===== src/include/pgs_pkg.sv =====
// pgs_pkg: register map, field positions and codes of the pin group block.
// assumes a single 100 MHz clock domain and an AXI4-Lite register port.
package pgs_pkg;
	localparam int unsigned PGS_PINS = 32;
	localparam int unsigned PGS_HALF = 16;
	localparam int unsigned PGS_SUB = 8;
	localparam int unsigned PGS_NEV = 4;
	localparam int unsigned PGS_AW = 8;
	localparam int unsigned PGS_FW = 4;
	localparam int unsigned PGS_CW = 4;

	// byte addresses
	localparam logic [7:0] PGS_OFS_SAMPLING = 8'h24;
	localparam logic [7:0] PGS_OFS_MULTICFG = 8'h28;
	localparam logic [7:0] PGS_OFS_EVCTL = 8'h2c;
	localparam logic [7:0] PGS_OFS_OUTVAL = 8'h10;

	localparam logic [31:0] PGS_RST_SAMPLING = 32'h0000_0000;
	localparam logic [31:0] PGS_RST_EVCTL = 32'h0000_0000;
	localparam logic [31:0] PGS_RST_OUTVAL = 32'h0000_0000;
	localparam logic [3:0] PGS_RST_CFG = 4'h0;
	localparam logic [3:0] PGS_RST_FUNC = 4'h0;

	// multi-pin config write fields
	localparam int unsigned PGS_B_HALF = 31;
	localparam int unsigned PGS_B_APPLY_CFG = 30;
	localparam int unsigned PGS_B_APPLY_FUNC = 28;
	localparam int unsigned PGS_B_FUNC_LO = 24;
	localparam int unsigned PGS_B_DRIVE = 22;
	localparam int unsigned PGS_B_PULL = 18;
	localparam int unsigned PGS_B_INBUF = 17;
	localparam int unsigned PGS_B_FSEL = 16;

	// per-pin settings vector layout
	localparam int unsigned PGS_C_FSEL = 0;
	localparam int unsigned PGS_C_INBUF = 1;
	localparam int unsigned PGS_C_PULL = 2;
	localparam int unsigned PGS_C_DRIVE = 3;

	// event control byte layout
	localparam int unsigned PGS_E_ON = 7;
	localparam int unsigned PGS_E_ACT_LO = 5;
	localparam int unsigned PGS_E_PIN_LO = 0;

	localparam logic [3:0] PGS_FUNC_MAX = 4'h8;
	localparam logic [1:0] PGS_AXI_OKAY = 2'b00;
	localparam logic [1:0] PGS_AXI_SLVERR = 2'b10;
	localparam logic [3:0] PGS_STRB_FULL = 4'hf;

	typedef enum logic [1:0] {
		PGS_ACT_COPY,
		PGS_ACT_SET,
		PGS_ACT_CLEAR,
		PGS_ACT_INVERT
	} pgs_act_t;

	typedef enum logic [1:0] {
		PGS_WS_IDLE,
		PGS_WS_RESP
	} pgs_wstate_t;
endpackage


===== src/hdl/pgs_cfg_mem.sv =====
// pgs_cfg_mem: per-pin settings and function codes for 32 pins.
// assumes the caller applies one whole multi-pin update per write pulse.
module pgs_cfg_mem
	import pgs_pkg::*;
(
	input wire logic i_clk,
	input wire logic i_rst,
	input wire logic i_we_cfg,
	input wire logic i_we_func,
	input wire logic [PGS_PINS-1:0] i_sel,
	input wire logic [PGS_CW-1:0] i_cfg,
	input wire logic [PGS_FW-1:0] i_func,
	output logic [PGS_PINS*PGS_CW-1:0] o_cfg,
	output logic [PGS_PINS*PGS_FW-1:0] o_func
);
	import pgs_pkg::*;
	logic [PGS_PINS*PGS_CW-1:0] cfg_next;
	logic [PGS_PINS*PGS_FW-1:0] func_next;

	// all selected pins change together in one cycle
	always_comb begin
		cfg_next = o_cfg;
		func_next = o_func;
		for (int p = 0; p < PGS_PINS; p++) begin
			if (i_we_cfg && i_sel[p]) begin
				cfg_next[p*PGS_CW +: PGS_CW] = i_cfg;
			end
			if (i_we_func && i_sel[p]) begin
				func_next[p*PGS_FW +: PGS_FW] = i_func;
			end
		end
	end

	always_ff @(posedge i_clk or posedge i_rst) begin
		if (i_rst) begin
			o_cfg <= {PGS_PINS{PGS_RST_CFG}};
			o_func <= {PGS_PINS{PGS_RST_FUNC}};
		end else begin
			o_cfg <= cfg_next;
			o_func <= func_next;
		end
	end
endmodule


===== src/hdl/pgs_sampler.sv =====
// pgs_sampler: two-stage input synchronizers switched per eight-pin sub-group.
// assumes pin levels may change at any time.
module pgs_sampler
	import pgs_pkg::*;
(
	input wire logic i_clk,
	input wire logic i_rst,
	input wire logic [PGS_PINS-1:0] i_pins,
	input wire logic [PGS_PINS-1:0] i_sub_on,
	output logic [PGS_PINS-1:0] o_level
);
	import pgs_pkg::*;
	logic [PGS_PINS-1:0] s1_reg;
	logic [PGS_PINS-1:0] s1_next;
	logic [PGS_PINS-1:0] s2_next;

	// disabled synchronizers hold their last value
	always_comb begin
		for (int p = 0; p < PGS_PINS; p++) begin
			s1_next[p] = i_sub_on[p] ? i_pins[p] : s1_reg[p];
			s2_next[p] = i_sub_on[p] ? s1_reg[p] : o_level[p];
		end
	end

	always_ff @(posedge i_clk or posedge i_rst) begin
		if (i_rst) begin
			s1_reg <= '0;
			o_level <= '0;
		end else begin
			s1_reg <= s1_next;
			o_level <= s2_next;
		end
	end
endmodule


===== src/hdl/pgs_port_group.sv =====
// pgs_port_group: sampling control, multi-pin config write and event actions
// for one 32-pin group, registers on AXI4-Lite.
// assumes events arrive as one-cycle pulses with a level, synchronous to i_clk.
//
// Function
// RL1: sampling bit one enables that pin's input synchronizer, zero disables it only when the other seven bits of its byte are zero too.
// RL2: any sampling bit set in a byte enables all eight synchronizers of that byte.
// RL3: multi-pin config register is write-only and always reads zero.
// RL4: byte and half-word writes to multi-pin config register are ignored.
// RL5: bit 31 selects pins 0-15 or pins 16-31.
// RL6: low 16 bits mask which pins of the half are updated.
// RL7: bit 30 loads drive, pull, input and function-enable settings to selected pins.
// RL8: drive bit 22, pull bit 18, input bit 17, function enable bit 16.
// RL9: bit 28 loads the function code from bits 27:24 into selected pins.
// RL10: event control holds four event inputs, one byte each.
// RL11: enable bits 31, 23, 15, 7 gate each event input.
// RL12: action 0 copies level, 1 sets, 2 clears, 3 inverts the output bit.
// RL13: five-bit target field picks one of 32 pins.
// RL14: function codes 0-8 select functions A-I, 9-15 are reserved.
// RL15: function enable gives pin direction and output to the selected peripheral.
// RL16: one accepted multi-pin write updates all selected pins in one cycle.
// RL17: while write protected, writes to the three registers change nothing.
module pgs_port_group
	import pgs_pkg::*;
(
	input wire logic i_clk,
	input wire logic i_rst,
	// axi4-lite slave
	input wire logic [PGS_AW-1:0] i_awaddr,
	input wire logic i_awvalid,
	output logic o_awready,
	input wire logic [31:0] i_wdata,
	input wire logic [3:0] i_wstrb,
	input wire logic i_wvalid,
	output logic o_wready,
	output logic [1:0] o_bresp,
	output logic o_bvalid,
	input wire logic i_bready,
	input wire logic [PGS_AW-1:0] i_araddr,
	input wire logic i_arvalid,
	output logic o_arready,
	output logic [31:0] o_rdata,
	output logic [1:0] o_rresp,
	output logic o_rvalid,
	input wire logic i_rready,
	// protection, pins, events, peripherals
	input wire logic i_write_protect_unit,
	input wire logic [PGS_PINS-1:0] i_pins,
	input wire logic [PGS_PINS-1:0] i_dir,
	input wire logic [PGS_NEV-1:0] i_event,
	input wire logic [PGS_NEV-1:0] i_event_level,
	input wire logic [PGS_PINS-1:0] i_periph_dir,
	input wire logic [PGS_PINS-1:0] i_periph_out,
	output logic [PGS_PINS-1:0] o_pin_out,
	output logic [PGS_PINS-1:0] o_pin_oe,
	output logic [PGS_PINS-1:0] o_pin_in,
	output logic [PGS_PINS-1:0] o_sampling_on,
	output logic [PGS_PINS-1:0] o_drive_strength,
	output logic [PGS_PINS-1:0] o_pull_resistor_on,
	output logic [PGS_PINS-1:0] o_input_buffer_on,
	output logic [PGS_PINS-1:0] o_function_select_on,
	output logic [PGS_PINS*PGS_FW-1:0] o_function_code,
	output logic [PGS_PINS-1:0] o_function_reserved
);
	import pgs_pkg::*;

	// ==========================================================
	// helpers
	function automatic logic [PGS_PINS-1:0] sub_group_on(input logic [PGS_PINS-1:0] s);
		logic [PGS_PINS-1:0] r;
		r = '0;
		for (int g = 0; g < PGS_PINS / PGS_SUB; g++) begin
			r[g*PGS_SUB +: PGS_SUB] = {PGS_SUB{|s[g*PGS_SUB +: PGS_SUB]}};
		end
		return r;
	endfunction

	function automatic logic [PGS_PINS-1:0] half_mask(input logic [31:0] d);
		logic [PGS_PINS-1:0] r;
		if (d[PGS_B_HALF]) begin
			r = {d[PGS_HALF-1:0], {PGS_HALF{1'b0}}};
		end else begin
			r = {{PGS_HALF{1'b0}}, d[PGS_HALF-1:0]};
		end
		return r;
	endfunction

	// ==========================================================
	// axi4-lite write channel
	pgs_wstate_t ws_reg, ws_next;
	logic aw_hold_reg, aw_hold_next;
	logic w_hold_reg, w_hold_next;
	logic [PGS_AW-1:0] awaddr_reg, awaddr_next;
	logic [31:0] wdata_reg, wdata_next;
	logic [3:0] wstrb_reg, wstrb_next;
	logic [1:0] bresp_next;
	logic bvalid_next;
	logic wr_fire;
	logic [PGS_AW-1:0] wr_addr;
	logic [31:0] wr_data;
	logic [3:0] wr_strb;
	logic wr_ok;

	always_comb begin
		ws_next = ws_reg;
		aw_hold_next = aw_hold_reg;
		w_hold_next = w_hold_reg;
		awaddr_next = awaddr_reg;
		wdata_next = wdata_reg;
		wstrb_next = wstrb_reg;
		bresp_next = o_bresp;
		bvalid_next = o_bvalid;
		wr_fire = 1'b0;
		wr_addr = aw_hold_reg ? awaddr_reg : i_awaddr;
		wr_data = w_hold_reg ? wdata_reg : i_wdata;
		wr_strb = w_hold_reg ? wstrb_reg : i_wstrb;
		case (ws_reg)
			PGS_WS_IDLE: begin
				if (o_awready && i_awvalid) begin
					aw_hold_next = 1'b1;
					awaddr_next = i_awaddr;
				end
				if (o_wready && i_wvalid) begin
					w_hold_next = 1'b1;
					wdata_next = i_wdata;
					wstrb_next = i_wstrb;
				end
				// a channel counts only when its ready was up at the edge
				if ((aw_hold_reg || (o_awready && i_awvalid))
					&& (w_hold_reg || (o_wready && i_wvalid))) begin
					wr_fire = 1'b1;
					aw_hold_next = 1'b0;
					w_hold_next = 1'b0;
					bvalid_next = 1'b1;
					bresp_next = wr_ok ? PGS_AXI_OKAY : PGS_AXI_SLVERR;
					ws_next = PGS_WS_RESP;
				end
			end
			PGS_WS_RESP: begin
				if (i_bready) begin
					bvalid_next = 1'b0;
					ws_next = PGS_WS_IDLE;
				end
			end
			default: begin
				ws_next = PGS_WS_IDLE;
			end
		endcase
	end

	always_ff @(posedge i_clk or posedge i_rst) begin
		if (i_rst) begin
			ws_reg <= PGS_WS_IDLE;
			aw_hold_reg <= 1'b0;
			w_hold_reg <= 1'b0;
			awaddr_reg <= '0;
			wdata_reg <= '0;
			wstrb_reg <= '0;
			o_bresp <= PGS_AXI_OKAY;
			o_bvalid <= 1'b0;
			o_awready <= 1'b0;
			o_wready <= 1'b0;
		end else begin
			ws_reg <= ws_next;
			aw_hold_reg <= aw_hold_next;
			w_hold_reg <= w_hold_next;
			awaddr_reg <= awaddr_next;
			wdata_reg <= wdata_next;
			wstrb_reg <= wstrb_next;
			o_bresp <= bresp_next;
			o_bvalid <= bvalid_next;
			o_awready <= (ws_next == PGS_WS_IDLE) && !aw_hold_next;
			o_wready <= (ws_next == PGS_WS_IDLE) && !w_hold_next;
		end
	end

	// ==========================================================
	// register writes
	logic [31:0] sampling_reg, sampling_next;
	logic [31:0] evctl_reg, evctl_next;
	logic [31:0] outval_reg, outval_next;
	logic mc_hit;
	logic mc_cfg_we, mc_func_we;
	logic [PGS_PINS-1:0] mc_sel;
	logic [PGS_CW-1:0] mc_cfg;
	logic [PGS_FW-1:0] mc_func;

	assign wr_ok = (wr_addr == PGS_OFS_SAMPLING) || (wr_addr == PGS_OFS_MULTICFG)
		|| (wr_addr == PGS_OFS_EVCTL) || (wr_addr == PGS_OFS_OUTVAL);
	// only full-width unprotected writes act
	assign mc_hit = wr_fire && (wr_addr == PGS_OFS_MULTICFG) && (wr_strb == PGS_STRB_FULL)
		&& !i_write_protect_unit; // see RL4 see RL17
	assign mc_cfg_we = mc_hit && wr_data[PGS_B_APPLY_CFG]; // see RL7
	assign mc_func_we = mc_hit && wr_data[PGS_B_APPLY_FUNC]; // see RL9
	assign mc_sel = half_mask(wr_data); // see RL5 see RL6
	always_comb begin
		mc_cfg = '0;
		mc_cfg[PGS_C_DRIVE] = wr_data[PGS_B_DRIVE]; // see RL8
		mc_cfg[PGS_C_PULL] = wr_data[PGS_B_PULL];
		mc_cfg[PGS_C_INBUF] = wr_data[PGS_B_INBUF];
		mc_cfg[PGS_C_FSEL] = wr_data[PGS_B_FSEL];
		mc_func = wr_data[PGS_B_FUNC_LO +: PGS_FW];
	end

	always_comb begin
		sampling_next = sampling_reg;
		evctl_next = evctl_reg;
		outval_next = outval_reg;
		if (wr_fire && !i_write_protect_unit) begin // see RL17
			for (int b = 0; b < 4; b++) begin
				if (wr_strb[b]) begin
					if (wr_addr == PGS_OFS_SAMPLING) begin
						sampling_next[b*8 +: 8] = wr_data[b*8 +: 8];
					end
					if (wr_addr == PGS_OFS_EVCTL) begin
						evctl_next[b*8 +: 8] = wr_data[b*8 +: 8];
					end
					if (wr_addr == PGS_OFS_OUTVAL) begin
						outval_next[b*8 +: 8] = wr_data[b*8 +: 8];
					end
				end
			end
		end
		// events applied after software write, so they win
		for (int e = 0; e < PGS_NEV; e++) begin
			logic [7:0] cb;
			logic [4:0] tgt;
			cb = evctl_reg[e*8 +: 8]; // see RL10
			tgt = cb[PGS_E_PIN_LO +: 5]; // see RL13
			if (cb[PGS_E_ON] && i_event[e]) begin // see RL11
				case (pgs_act_t'(cb[PGS_E_ACT_LO +: 2])) // see RL12
					PGS_ACT_COPY: outval_next[tgt] = i_event_level[e];
					PGS_ACT_SET: outval_next[tgt] = 1'b1;
					PGS_ACT_CLEAR: outval_next[tgt] = 1'b0;
					PGS_ACT_INVERT: outval_next[tgt] = ~outval_next[tgt];
					default: outval_next[tgt] = outval_next[tgt];
				endcase
			end
		end
	end

	always_ff @(posedge i_clk or posedge i_rst) begin
		if (i_rst) begin
			sampling_reg <= PGS_RST_SAMPLING;
			evctl_reg <= PGS_RST_EVCTL;
			outval_reg <= PGS_RST_OUTVAL;
		end else begin
			sampling_reg <= sampling_next;
			evctl_reg <= evctl_next;
			outval_reg <= outval_next;
		end
	end

	// ==========================================================
	// per-pin storage and samplers
	logic [PGS_PINS*PGS_CW-1:0] cfg_all;
	logic [PGS_PINS*PGS_FW-1:0] func_all;
	logic [PGS_PINS-1:0] sub_on;
	logic [PGS_PINS-1:0] level;

	pgs_cfg_mem u_cfg (
		.i_clk(i_clk),
		.i_rst(i_rst),
		.i_we_cfg(mc_cfg_we),
		.i_we_func(mc_func_we),
		.i_sel(mc_sel),
		.i_cfg(mc_cfg),
		.i_func(mc_func),
		.o_cfg(cfg_all),
		.o_func(func_all)
	); // see RL16

	assign sub_on = sub_group_on(sampling_reg); // see RL1 see RL2

	pgs_sampler u_samp (
		.i_clk(i_clk),
		.i_rst(i_rst),
		.i_pins(i_pins),
		.i_sub_on(sub_on),
		.o_level(level)
	);

	// ==========================================================
	// pad control and outputs
	logic [PGS_PINS-1:0] fsel, pout, poe, inbuf, rsvd;
	always_comb begin
		for (int p = 0; p < PGS_PINS; p++) begin
			fsel[p] = cfg_all[p*PGS_CW + PGS_C_FSEL];
			inbuf[p] = cfg_all[p*PGS_CW + PGS_C_INBUF];
			pout[p] = fsel[p] ? i_periph_out[p] : outval_reg[p]; // see RL15
			poe[p] = fsel[p] ? i_periph_dir[p] : i_dir[p];
			rsvd[p] = func_all[p*PGS_FW +: PGS_FW] > PGS_FUNC_MAX; // see RL14
		end
	end

	always_ff @(posedge i_clk or posedge i_rst) begin
		if (i_rst) begin
			o_pin_out <= '0;
			o_pin_oe <= '0;
			o_pin_in <= '0;
			o_sampling_on <= '0;
			o_drive_strength <= '0;
			o_pull_resistor_on <= '0;
			o_input_buffer_on <= '0;
			o_function_select_on <= '0;
			o_function_code <= '0;
			o_function_reserved <= '0;
		end else begin
			o_pin_out <= pout;
			o_pin_oe <= poe;
			o_pin_in <= level & inbuf;
			o_sampling_on <= sub_on;
			for (int p = 0; p < PGS_PINS; p++) begin
				o_drive_strength[p] <= cfg_all[p*PGS_CW + PGS_C_DRIVE];
				o_pull_resistor_on[p] <= cfg_all[p*PGS_CW + PGS_C_PULL];
			end
			o_input_buffer_on <= inbuf;
			o_function_select_on <= fsel;
			o_function_code <= func_all;
			o_function_reserved <= rsvd;
		end
	end

	// ==========================================================
	// axi4-lite read channel
	logic [31:0] rdata_next;
	logic rvalid_next;
	always_comb begin
		rdata_next = o_rdata;
		rvalid_next = o_rvalid;
		if (o_rvalid && i_rready) begin
			rvalid_next = 1'b0;
		end
		if (o_arready && i_arvalid) begin
			rvalid_next = 1'b1;
			case (i_araddr)
				PGS_OFS_SAMPLING: rdata_next = sampling_reg;
				PGS_OFS_EVCTL: rdata_next = evctl_reg;
				PGS_OFS_OUTVAL: rdata_next = outval_reg;
				default: rdata_next = '0; // see RL3
			endcase
		end
	end

	always_ff @(posedge i_clk or posedge i_rst) begin
		if (i_rst) begin
			o_rdata <= '0;
			o_rresp <= PGS_AXI_OKAY;
			o_rvalid <= 1'b0;
			o_arready <= 1'b0;
		end else begin
			o_rdata <= rdata_next;
			o_rvalid <= rvalid_next;
			o_arready <= !rvalid_next;
			if (o_arready && i_arvalid) begin
				o_rresp <= (i_araddr == PGS_OFS_SAMPLING || i_araddr == PGS_OFS_EVCTL
					|| i_araddr == PGS_OFS_OUTVAL || i_araddr == PGS_OFS_MULTICFG)
					? PGS_AXI_OKAY : PGS_AXI_SLVERR;
			end
		end
	end

	// ==========================================================
	// checks
	a_sub_group_on: assert property (@(posedge i_clk) disable iff (i_rst) // see RL2
		##1 (o_sampling_on[15:8] == {8{|$past(sampling_reg[15:8])}}))
		else $error("sub-group sampling mismatch");
	a_multicfg_reads_zero: assert property (@(posedge i_clk) disable iff (i_rst) // see RL3
		(o_arready && i_arvalid && i_araddr == PGS_OFS_MULTICFG) |=> (o_rdata == 32'h0))
		else $error("multi-pin config read not zero");
	a_partial_ignored: assert property (@(posedge i_clk) disable iff (i_rst) // see RL4
		(wr_fire && wr_addr == PGS_OFS_MULTICFG && wr_strb != PGS_STRB_FULL)
		|=> $stable(cfg_all) && $stable(func_all))
		else $error("partial multi-pin write took effect");
	a_protect_blocks: assert property (@(posedge i_clk) disable iff (i_rst) // see RL17
		(wr_fire && i_write_protect_unit && i_event == '0)
		|=> $stable(sampling_reg) && $stable(evctl_reg) && $stable(cfg_all))
		else $error("protected write changed state");
	a_cfg_applied: assert property (@(posedge i_clk) disable iff (i_rst) // see RL7
		(mc_cfg_we && wr_data[PGS_B_HALF] && wr_data[0])
		|=> cfg_all[PGS_HALF*PGS_CW +: PGS_CW] == $past({wr_data[PGS_B_DRIVE],
		wr_data[PGS_B_PULL], wr_data[PGS_B_INBUF], wr_data[PGS_B_FSEL]}))
		else $error("pin 16 settings not applied");
	a_func_applied: assert property (@(posedge i_clk) disable iff (i_rst) // see RL9
		(mc_func_we && !wr_data[PGS_B_HALF] && wr_data[PGS_HALF-1])
		|=> func_all[PGS_HALF*PGS_FW-1 -: PGS_FW] == $past(wr_data[PGS_B_FUNC_LO +: PGS_FW]))
		else $error("pin 15 function not applied");
	a_event_set: assert property (@(posedge i_clk) disable iff (i_rst) // see RL12
		(i_event[1] && i_event[3:2] == 2'b00 && evctl_reg[15:13] == 3'b101 && !wr_fire)
		|=> outval_reg[$past(evctl_reg[12:8])])
		else $error("set action missed");
	a_event_off: assert property (@(posedge i_clk) disable iff (i_rst) // see RL11
		((i_event & {evctl_reg[31], evctl_reg[23], evctl_reg[15], evctl_reg[7]}) == 4'h0
		&& !wr_fire) |=> $stable(outval_reg))
		else $error("disabled event changed output");
	a_fsel_mux: assert property (@(posedge i_clk) disable iff (i_rst) // see RL15
		fsel[PGS_HALF] |=> o_pin_out[PGS_HALF] == $past(i_periph_out[PGS_HALF]))
		else $error("peripheral output not routed");
endmodule


===== config.mk =====
export PLATFORM = sky130hd
export DESIGN_NAME = pgs_port_group
export DESIGN_NICKNAME = d
export VERILOG_FILES = /design/src/include/pgs_pkg.sv /design/src/hdl/pgs_cfg_mem.sv /design/src/hdl/pgs_sampler.sv /design/src/hdl/pgs_port_group.sv
export SDC_FILE = /design/constraint.sdc
export NUM_CORES = 2
export LEC_CHECK = 0
export BUFFER_PORTS_ARGS = -buffer_cell sky130_fd_sc_hd__buf_2
export CAP_MARGIN = 10
export CORE_ASPECT_RATIO = 0.8
export CORE_MARGIN = 2
export CORE_UTILIZATION = 56
export CTS_CLUSTER_SIZE = 20
export DETAILED_ROUTE_END_ITERATION = 12
export PLACE_DENSITY = 0.8
export SYNTH_ARGS = -nofsm -noshare
export SYNTH_HDL_FRONTEND = slang
export SYNTH_SLANG_ARGS = --single-unit

===== constraint.sdc =====
create_clock -name i_clk -period 36.3 [get_ports i_clk]
set_clock_uncertainty 0.15 [all_clocks]
set_input_delay 5.445 -clock i_clk [delete_from_list [all_inputs] [get_ports i_clk]]
set_output_delay 5.445 -clock i_clk [all_outputs]
set_load 0.01 [all_outputs]

Word level (Yosys, flattened, before mapping):

Index checks and enable logic that the tools add are counted.

* order comparisons: 40
* equality and inequality tests: 24
* multiplexer cells: 128
* bitwise operators: 17
* reductions and logical operators: 120

Operator list (number)
* $pmux W32 S4: 4
* $bwmux W32: 8
* $mux W32: 7
* $and A32 B32 Y32: 5
* $gt A4 B4 Y1 const B: 32
* $not A32 Y32: 4
* $or A32 B32 Y32: 4
* $pmux W32 S3: 1
* $logic_and A1 B1 Y1: 85
* $mux W1: 84
* $mux W8: 9
* $eq A8 B6 Y1 const B: 6
* $reduce_or A8 Y1: 4
* $reduce_and A3 Y1: 9
* $lt A5 B6 Y1 const B: 4
* $bmux W1 S5: 4
* $demux W1 S5: 4
* $ge A5 B1 Y1 const B: 4
* $eq A2 B2 Y1 const B: 8
* $eq A8 B5 Y1 const B: 2
* $logic_not A2 Y1: 6
* $eq A2 B1 Y1 const B: 5
* $logic_or A1 B1 Y1: 8
* $mux W2: 4
* other kinds (9): 18

* register bits after elaboration: 914
* output and inout bits: 457
* logic and storage cells: 434

Longest topological paths before layout:

* word-level depth: 31
* gate-level depth with buffers: 26
* gate-level depth less buffers: 18

By module:

Synthesis repeated with hierarchy kept, for this count alone.

* cells, all modules: 2924
* area total of the unflattened synthesis: 36288.6 um2

By module, submodules not included
* pgs_port_group: times used 1, cells each 2188, area each 24294.6 um2, seq. area each 14288.7 um2
* pgs_cfg_mem: times used 1, cells each 607, area each 9668.0 um2, seq. area each 6406.1 um2
* pgs_sampler: times used 1, cells each 129, area each 2326.0 um2, seq. area each 1601.5 um2

Worst setup path before layout:

OpenSTA, ideal clock, no wires.

* kind: input-to-reg
* from: input port i_write_protect_unit
* to: register outval_reg[18]
* library setup time: 0.104 ns
* arrival time: 10.693 ns
* data required time: 36.046 ns
* path slack: 25.354 ns
* stages on the path: 25
* path buffers: 7
* path through: or3_1 > clkbuf_1 > or4_1 > buf_2 > nor3_4 > mux2_2 > nor4_4 > nand4_1 > buf_4 > or2_1 > buf_4 > a2111oi_2 > o32a_2 > nor2b_4 > a31oi_4 > buf_6 > buf_4 > a21oi_1 > a211oi_1 > nand4_1 > nor4bb_1 > nor4b_2 > o2111ai_2 > buf_6 > o41ai_2

* longest elaborated chain between the ends: 27

Ends and longest elaborated chain
* from (decl): RTL line pgs_port_group.sv:47 `input wire logic i_write_protect_unit,`
* $logic_not A1 Y1 *: RTL line pgs_port_group.sv:209 `if (wr_fire && !i_write_protect_unit) begin`
* $logic_and A1 B1 Y1 *: RTL line pgs_port_group.sv:209
* $mux W32 *: RTL line pgs_port_group.sv:209
* $bmux W1 S5
* $mux W1
* $not A1 Y1: RTL line pgs_port_group.sv:235 `PGS_ACT_INVERT: outval_next[tgt] = ~outval_next[tgt];`
* $bwmux W32: RTL line pgs_port_group.sv:235
* $pmux W32 S4: RTL line pgs_port_group.sv:231 `case (pgs_act_t'(cb[PGS_E_ACT_LO +: 2]))`
* (+12 left out)
* $mux W32 *: RTL line pgs_port_group.sv:230 `if (cb[PGS_E_ON] && i_event[e]) begin`
* $bmux W1 S5
* $mux W1
* $not A1 Y1: RTL line pgs_port_group.sv:235
* $bwmux W32: RTL line pgs_port_group.sv:235
* $pmux W32 S4: RTL line pgs_port_group.sv:231
* $mux W32 *: RTL line pgs_port_group.sv:230
* net outval_next[18]: RTL line pgs_port_group.sv:181 `logic [31:0] outval_reg, outval_next;`
* to (signal assigned): RTL line pgs_port_group.sv:250 `outval_reg <= outval_next;`
* to (decl): RTL line pgs_port_group.sv:181

Mark *: on every way through the listed nets, which the timed path passes. The rest lies on a longest branch. The select of a mux whose other input is x is not followed.
A chain may end at the register's enable or synchronous reset.

Final worst setup path:

* from: input port i_awaddr[1]
* to: register outval_reg[31]

* longest elaborated chain between the ends: 29

Ends and longest elaborated chain
* from (decl): RTL line pgs_port_group.sv:29 `input wire logic [PGS_AW-1:0] i_awaddr,`
* $mux W8 *: RTL line pgs_port_group.sv:114 `wr_addr = aw_hold_reg ? awaddr_reg : i_awaddr;`
* $eq A8 B5 Y1 *: RTL line pgs_port_group.sv:218 `if (wr_addr == PGS_OFS_OUTVAL) begin`
* $mux W8: RTL line pgs_port_group.sv:218
* $mux W8: RTL line pgs_port_group.sv:211 `if (wr_strb[b]) begin`
* $mux W32 *: RTL line pgs_port_group.sv:209
* $bmux W1 S5
* $mux W1
* $not A1 Y1: RTL line pgs_port_group.sv:235
* (+14 left out)
* $mux W32 *: RTL line pgs_port_group.sv:230
* $bmux W1 S5
* $mux W1
* $not A1 Y1: RTL line pgs_port_group.sv:235
* $bwmux W32: RTL line pgs_port_group.sv:235
* $pmux W32 S4: RTL line pgs_port_group.sv:231
* $mux W32 *: RTL line pgs_port_group.sv:230
* net outval_next[31]: RTL line pgs_port_group.sv:181

Marked as above.

==> flow_summary_export.csv <==
group,metric,value,unit
floorplan,row_count,83,
timing,post-route-min-period,13050,ps
cts,cts_max_level,3,
route,drc_errors,0,
logic_synthesis,yosysMostFrequentCell,"dfrtp_1",
timing,hold_viol,0,
logic_synthesis,ys_types,104,
worst_setup_path,cp.arrival,13400,ps
global_routing,grt_overflow,0,
timing,period_share,0.359,
place,io_buffer_count,650,
pwr,seq_power_share,0.458,
logic_synthesis,synth_common_cells,"dfrtp_1 (891), nand2_1 (514), o21ai_0 (356)",
route,wl_per_cell,30.2,um
timing,setup_viol,0,
logic_synthesis,ys.flop_type,"dfrtp_1",
floorplan,initial_core_util,0.568,
floorplan,die_area,67400,sq um
cts,cts.path.max_buffers,3,
route,dr.pass1.iters,7,
cells_and_area,multiInputGateArea,13400,sq um
timing,slew_violations,0,
floorplan,chipWidth,290,um
cts,cts_tree,"yes",
global_routing,grt_start_max_net_pins,180,
pwr,power_frac_comb,0.168,
pwr,netSwitchingPower,0.000738,W
cells_and_area,fin_nets,4110,
pwr,pwr-share-clk,0.374,
cells_and_area,top_regs,"o_function_code (128), u_cfg.o_cfg (128), u_cfg.o_func (128)",
outcome,status,"finished clean",
logic_synthesis,syn_area,36600,sq um
pwr,power.leakage,21.2,nW
min_path,hp-class,"reg2reg",
timing,rsz0062_at_grt,"no",
route,via_per_inst,6.43,
min_path,hold_start,"u_cfg.o_cfg[59]",
route,num_vias,31152,
timing,fmax,0.0767,GHz
floorplan,core,64400,sq um
place,place_inst,4681,
logic_synthesis,ys_seq_area_frac,0.609,
cts,insertion_delay,660,ps
cts,cts_buffers,81,
cts,cts_resized,0,
cts,holdBufCountCts,0,
route,drtIter0Drc,4021,
logic_synthesis,synth_top_area_cell,"dfrtp_1",
worst_setup_path,crit_type,"in2reg",
cts,cts_sinks,891,
global_routing,grt_use_total,0.434,
pwr,ir_drop,0.0475,mV
worst_setup_path,worstPathRequired,36650,ps
worst_setup_path,r2r_start,"w_hold_reg",
worst_setup_path,endpoint_kind,"flip-flop",
cts,root_buffer,"clkbuf_16",
worst_setup_path,worst_setup_path_start_kind,"input pin",
logic_synthesis,synthArstFlopShare,1.00,
place,hpwl,105000,um
logic_synthesis,syn_area_per_cell,11.1,sq um
timing,tightestPinTransition,1260,ps
cells_and_area,syn_to_final_growth,19.0,%
cells_and_area,n_fill_cell,4588,
cts,cts_setup_buffers,0,
min_path,min_to,"o_drive_strength[14]",
cts,clkTransAtPathRegs,70,ps
logic_synthesis,synth_seq_cells,891,
floorplan,die_h,233,um
pwr,internal_power,0.00173,W
cells_and_area,seqCellArea,22300,sq um
cells_and_area,drive_gt1_frac,0.281,
logic_synthesis,synth_cells,3304,
route,final_antenna_net_count,0,
place,gp_congestion,1.09,
flow_run,cap_violations,0,
worst_setup_path,reg2reg_depth,22,
cells_and_area,stdcell_count,4847,
logic_synthesis,yosys-top-cells-area,"dfrtp_1 (61%), mux2_2 (6.2%), nand2_1 (5.3%)",
pwr,switching_share,0.299,
global_routing,grt_pass1_wl,209000,um
worst_setup_path,worstPathMaxFanout,32,
global_routing,antenna_found_initial,21,
logic_synthesis,synth_enable_flop_cells,0,
global_routing,grt_pass1_vias,30306,
logic_synthesis,synth_top_area_share,0.609,
worst_setup_path,regToRegSetupSlack,27150,ps
pwr,power_density,56.7,nW/um^2
logic_synthesis,yosysWarnings,0,
worst_setup_path,reg2reg_to,"outval_reg[31]",
floorplan,ios,653,
route,drt_wl_total,147000,um
timing,maxSlewHeadroom,0.135,
timing,finalSetupTns,0,ps
min_path,min_path_cells,0,
==> final cells by class <==
cell class | instances | area share
flip-flops and latches | 891 | 0.512
diodes | 17 | 0.000977
clock buffers | 108 | 0.0537
inverters | 23 | 0.00216
repair buffers | 709 | 0.0855
well taps | 850 | 0.0244
clock inverters | 41 | 0.0124
multi-input cells | 2208 | 0.308
==> worst max-delay path: stages <==
cell,delay (ps)
buf_2,110
or4_1,710
o22a_1,410
nor3_4,690
mux2_2,440
nor4_4,420
nand4_1,620
nor2_2,730
o32a_1,380
a221oi_1,180
and3_1,250
a31oi_4,250
buf_4,390
a21oi_1,180
a32oi_2,380
a31oi_2,140
buf_4,250
a2111oi_0,610
a2111oi_2,110
o2111ai_2,100
buf_4,390
o211ai_1,190
==> power groups by stage <==
stage                     Combinational (W)  Clock, W  Sequential (W)
after CTS                          0.000403  0.000921         0.00113
final                              0.000415  0.000921         0.00113
after global routing               0.000428  0.000966         0.00113
after detailed placement           0.000399         0         0.00114
after global placement             0.000392         0         0.00114
after floorplan                    0.000244         0         0.00112
==> worst max-delay path by stage <==
stage / startpoint / endpoint / slack [ps] / cells after the start
floorplan: i_rst / aw_hold_reg / 5660 / 1
global placement: i_awaddr[1] / outval_reg[13] / 23130 / 22
detailed placement: i_awaddr[1] / outval_reg[24] / 22870 / 22
CTS: i_awaddr[1] / outval_reg[24] / 23530 / 22
global route: i_awaddr[1] / outval_reg[31] / 23020 / 22
finish: i_awaddr[1] / outval_reg[31] / 23250 / 22
==> cell usage in the layout (no fill, tap or decap), types with 8 or more instances in the layout <==
master,count
nand4_1,11
nand2b_1,10
a211oi_1,23
and3b_1,8
o31ai_1,32
mux2_2,201
buf_2,650
clkbuf_16,82
clkbuf_8,19
mux2i_4,9
nand2_1,512
o31a_1,37
nor2_1,290
a21oi_1,150
buf_4,57
a2111oi_0,9
mux2i_1,109
inv_1,22
o211ai_1,20
diode_2,17
o21ai_0,356
a31oi_1,30
and2_1,41
and3_1,10
nor3b_1,14
nor4_1,29
nor2b_1,8
or3_1,11
nand3b_1,10
bufinv_16,9
o21ai_1,17
dfrtp_1,890
clkinv_2,19
nand3_1,48
nor3_1,44
==> metal layers <==
layer  vias up  track usage  routed length, um
li1      12878            -                  -
met1     15551        0.574              55400
met2      2213        0.635              63100
met3       496        0.144              18400
met4        14        0.235               9570
met5         -            0                 95
==> metrics by stage <==
| stage | hold slack, ps | worst slack, ps | area [sq um] | util | power, W |
|---|---|---|---|---|---|
| after detailed placement | 208 | 22870 | 40600 | 0.631 | 0.00154 |
| after global placement | 207 | 23130 | 40600 | 0.631 | 0.00153 |
| after CTS | 220 | 23530 | 43500 | 0.675 | 0.00245 |
| final | 215 | 23250 | 43500 | 0.676 | 0.00247 |
| after floorplan | 204 | 5660 | 36600 | - | 0.00136 |
| after global routing | 231 | 23020 | 43500 | 0.676 | 0.00253 |
==> cells by family after synthesis <==
| kind of cell | synth area share |
|---|---|
| xor+xnor | 0.000718 |
| buf+inv | 0.0274 |
| mux | 0.0957 |
| flops | 0.609 |
| compound gates | 0.134 |
| simple gates | 0.133 |
| other cells | 0.000102 |
(Power assumes the default switching activity.)
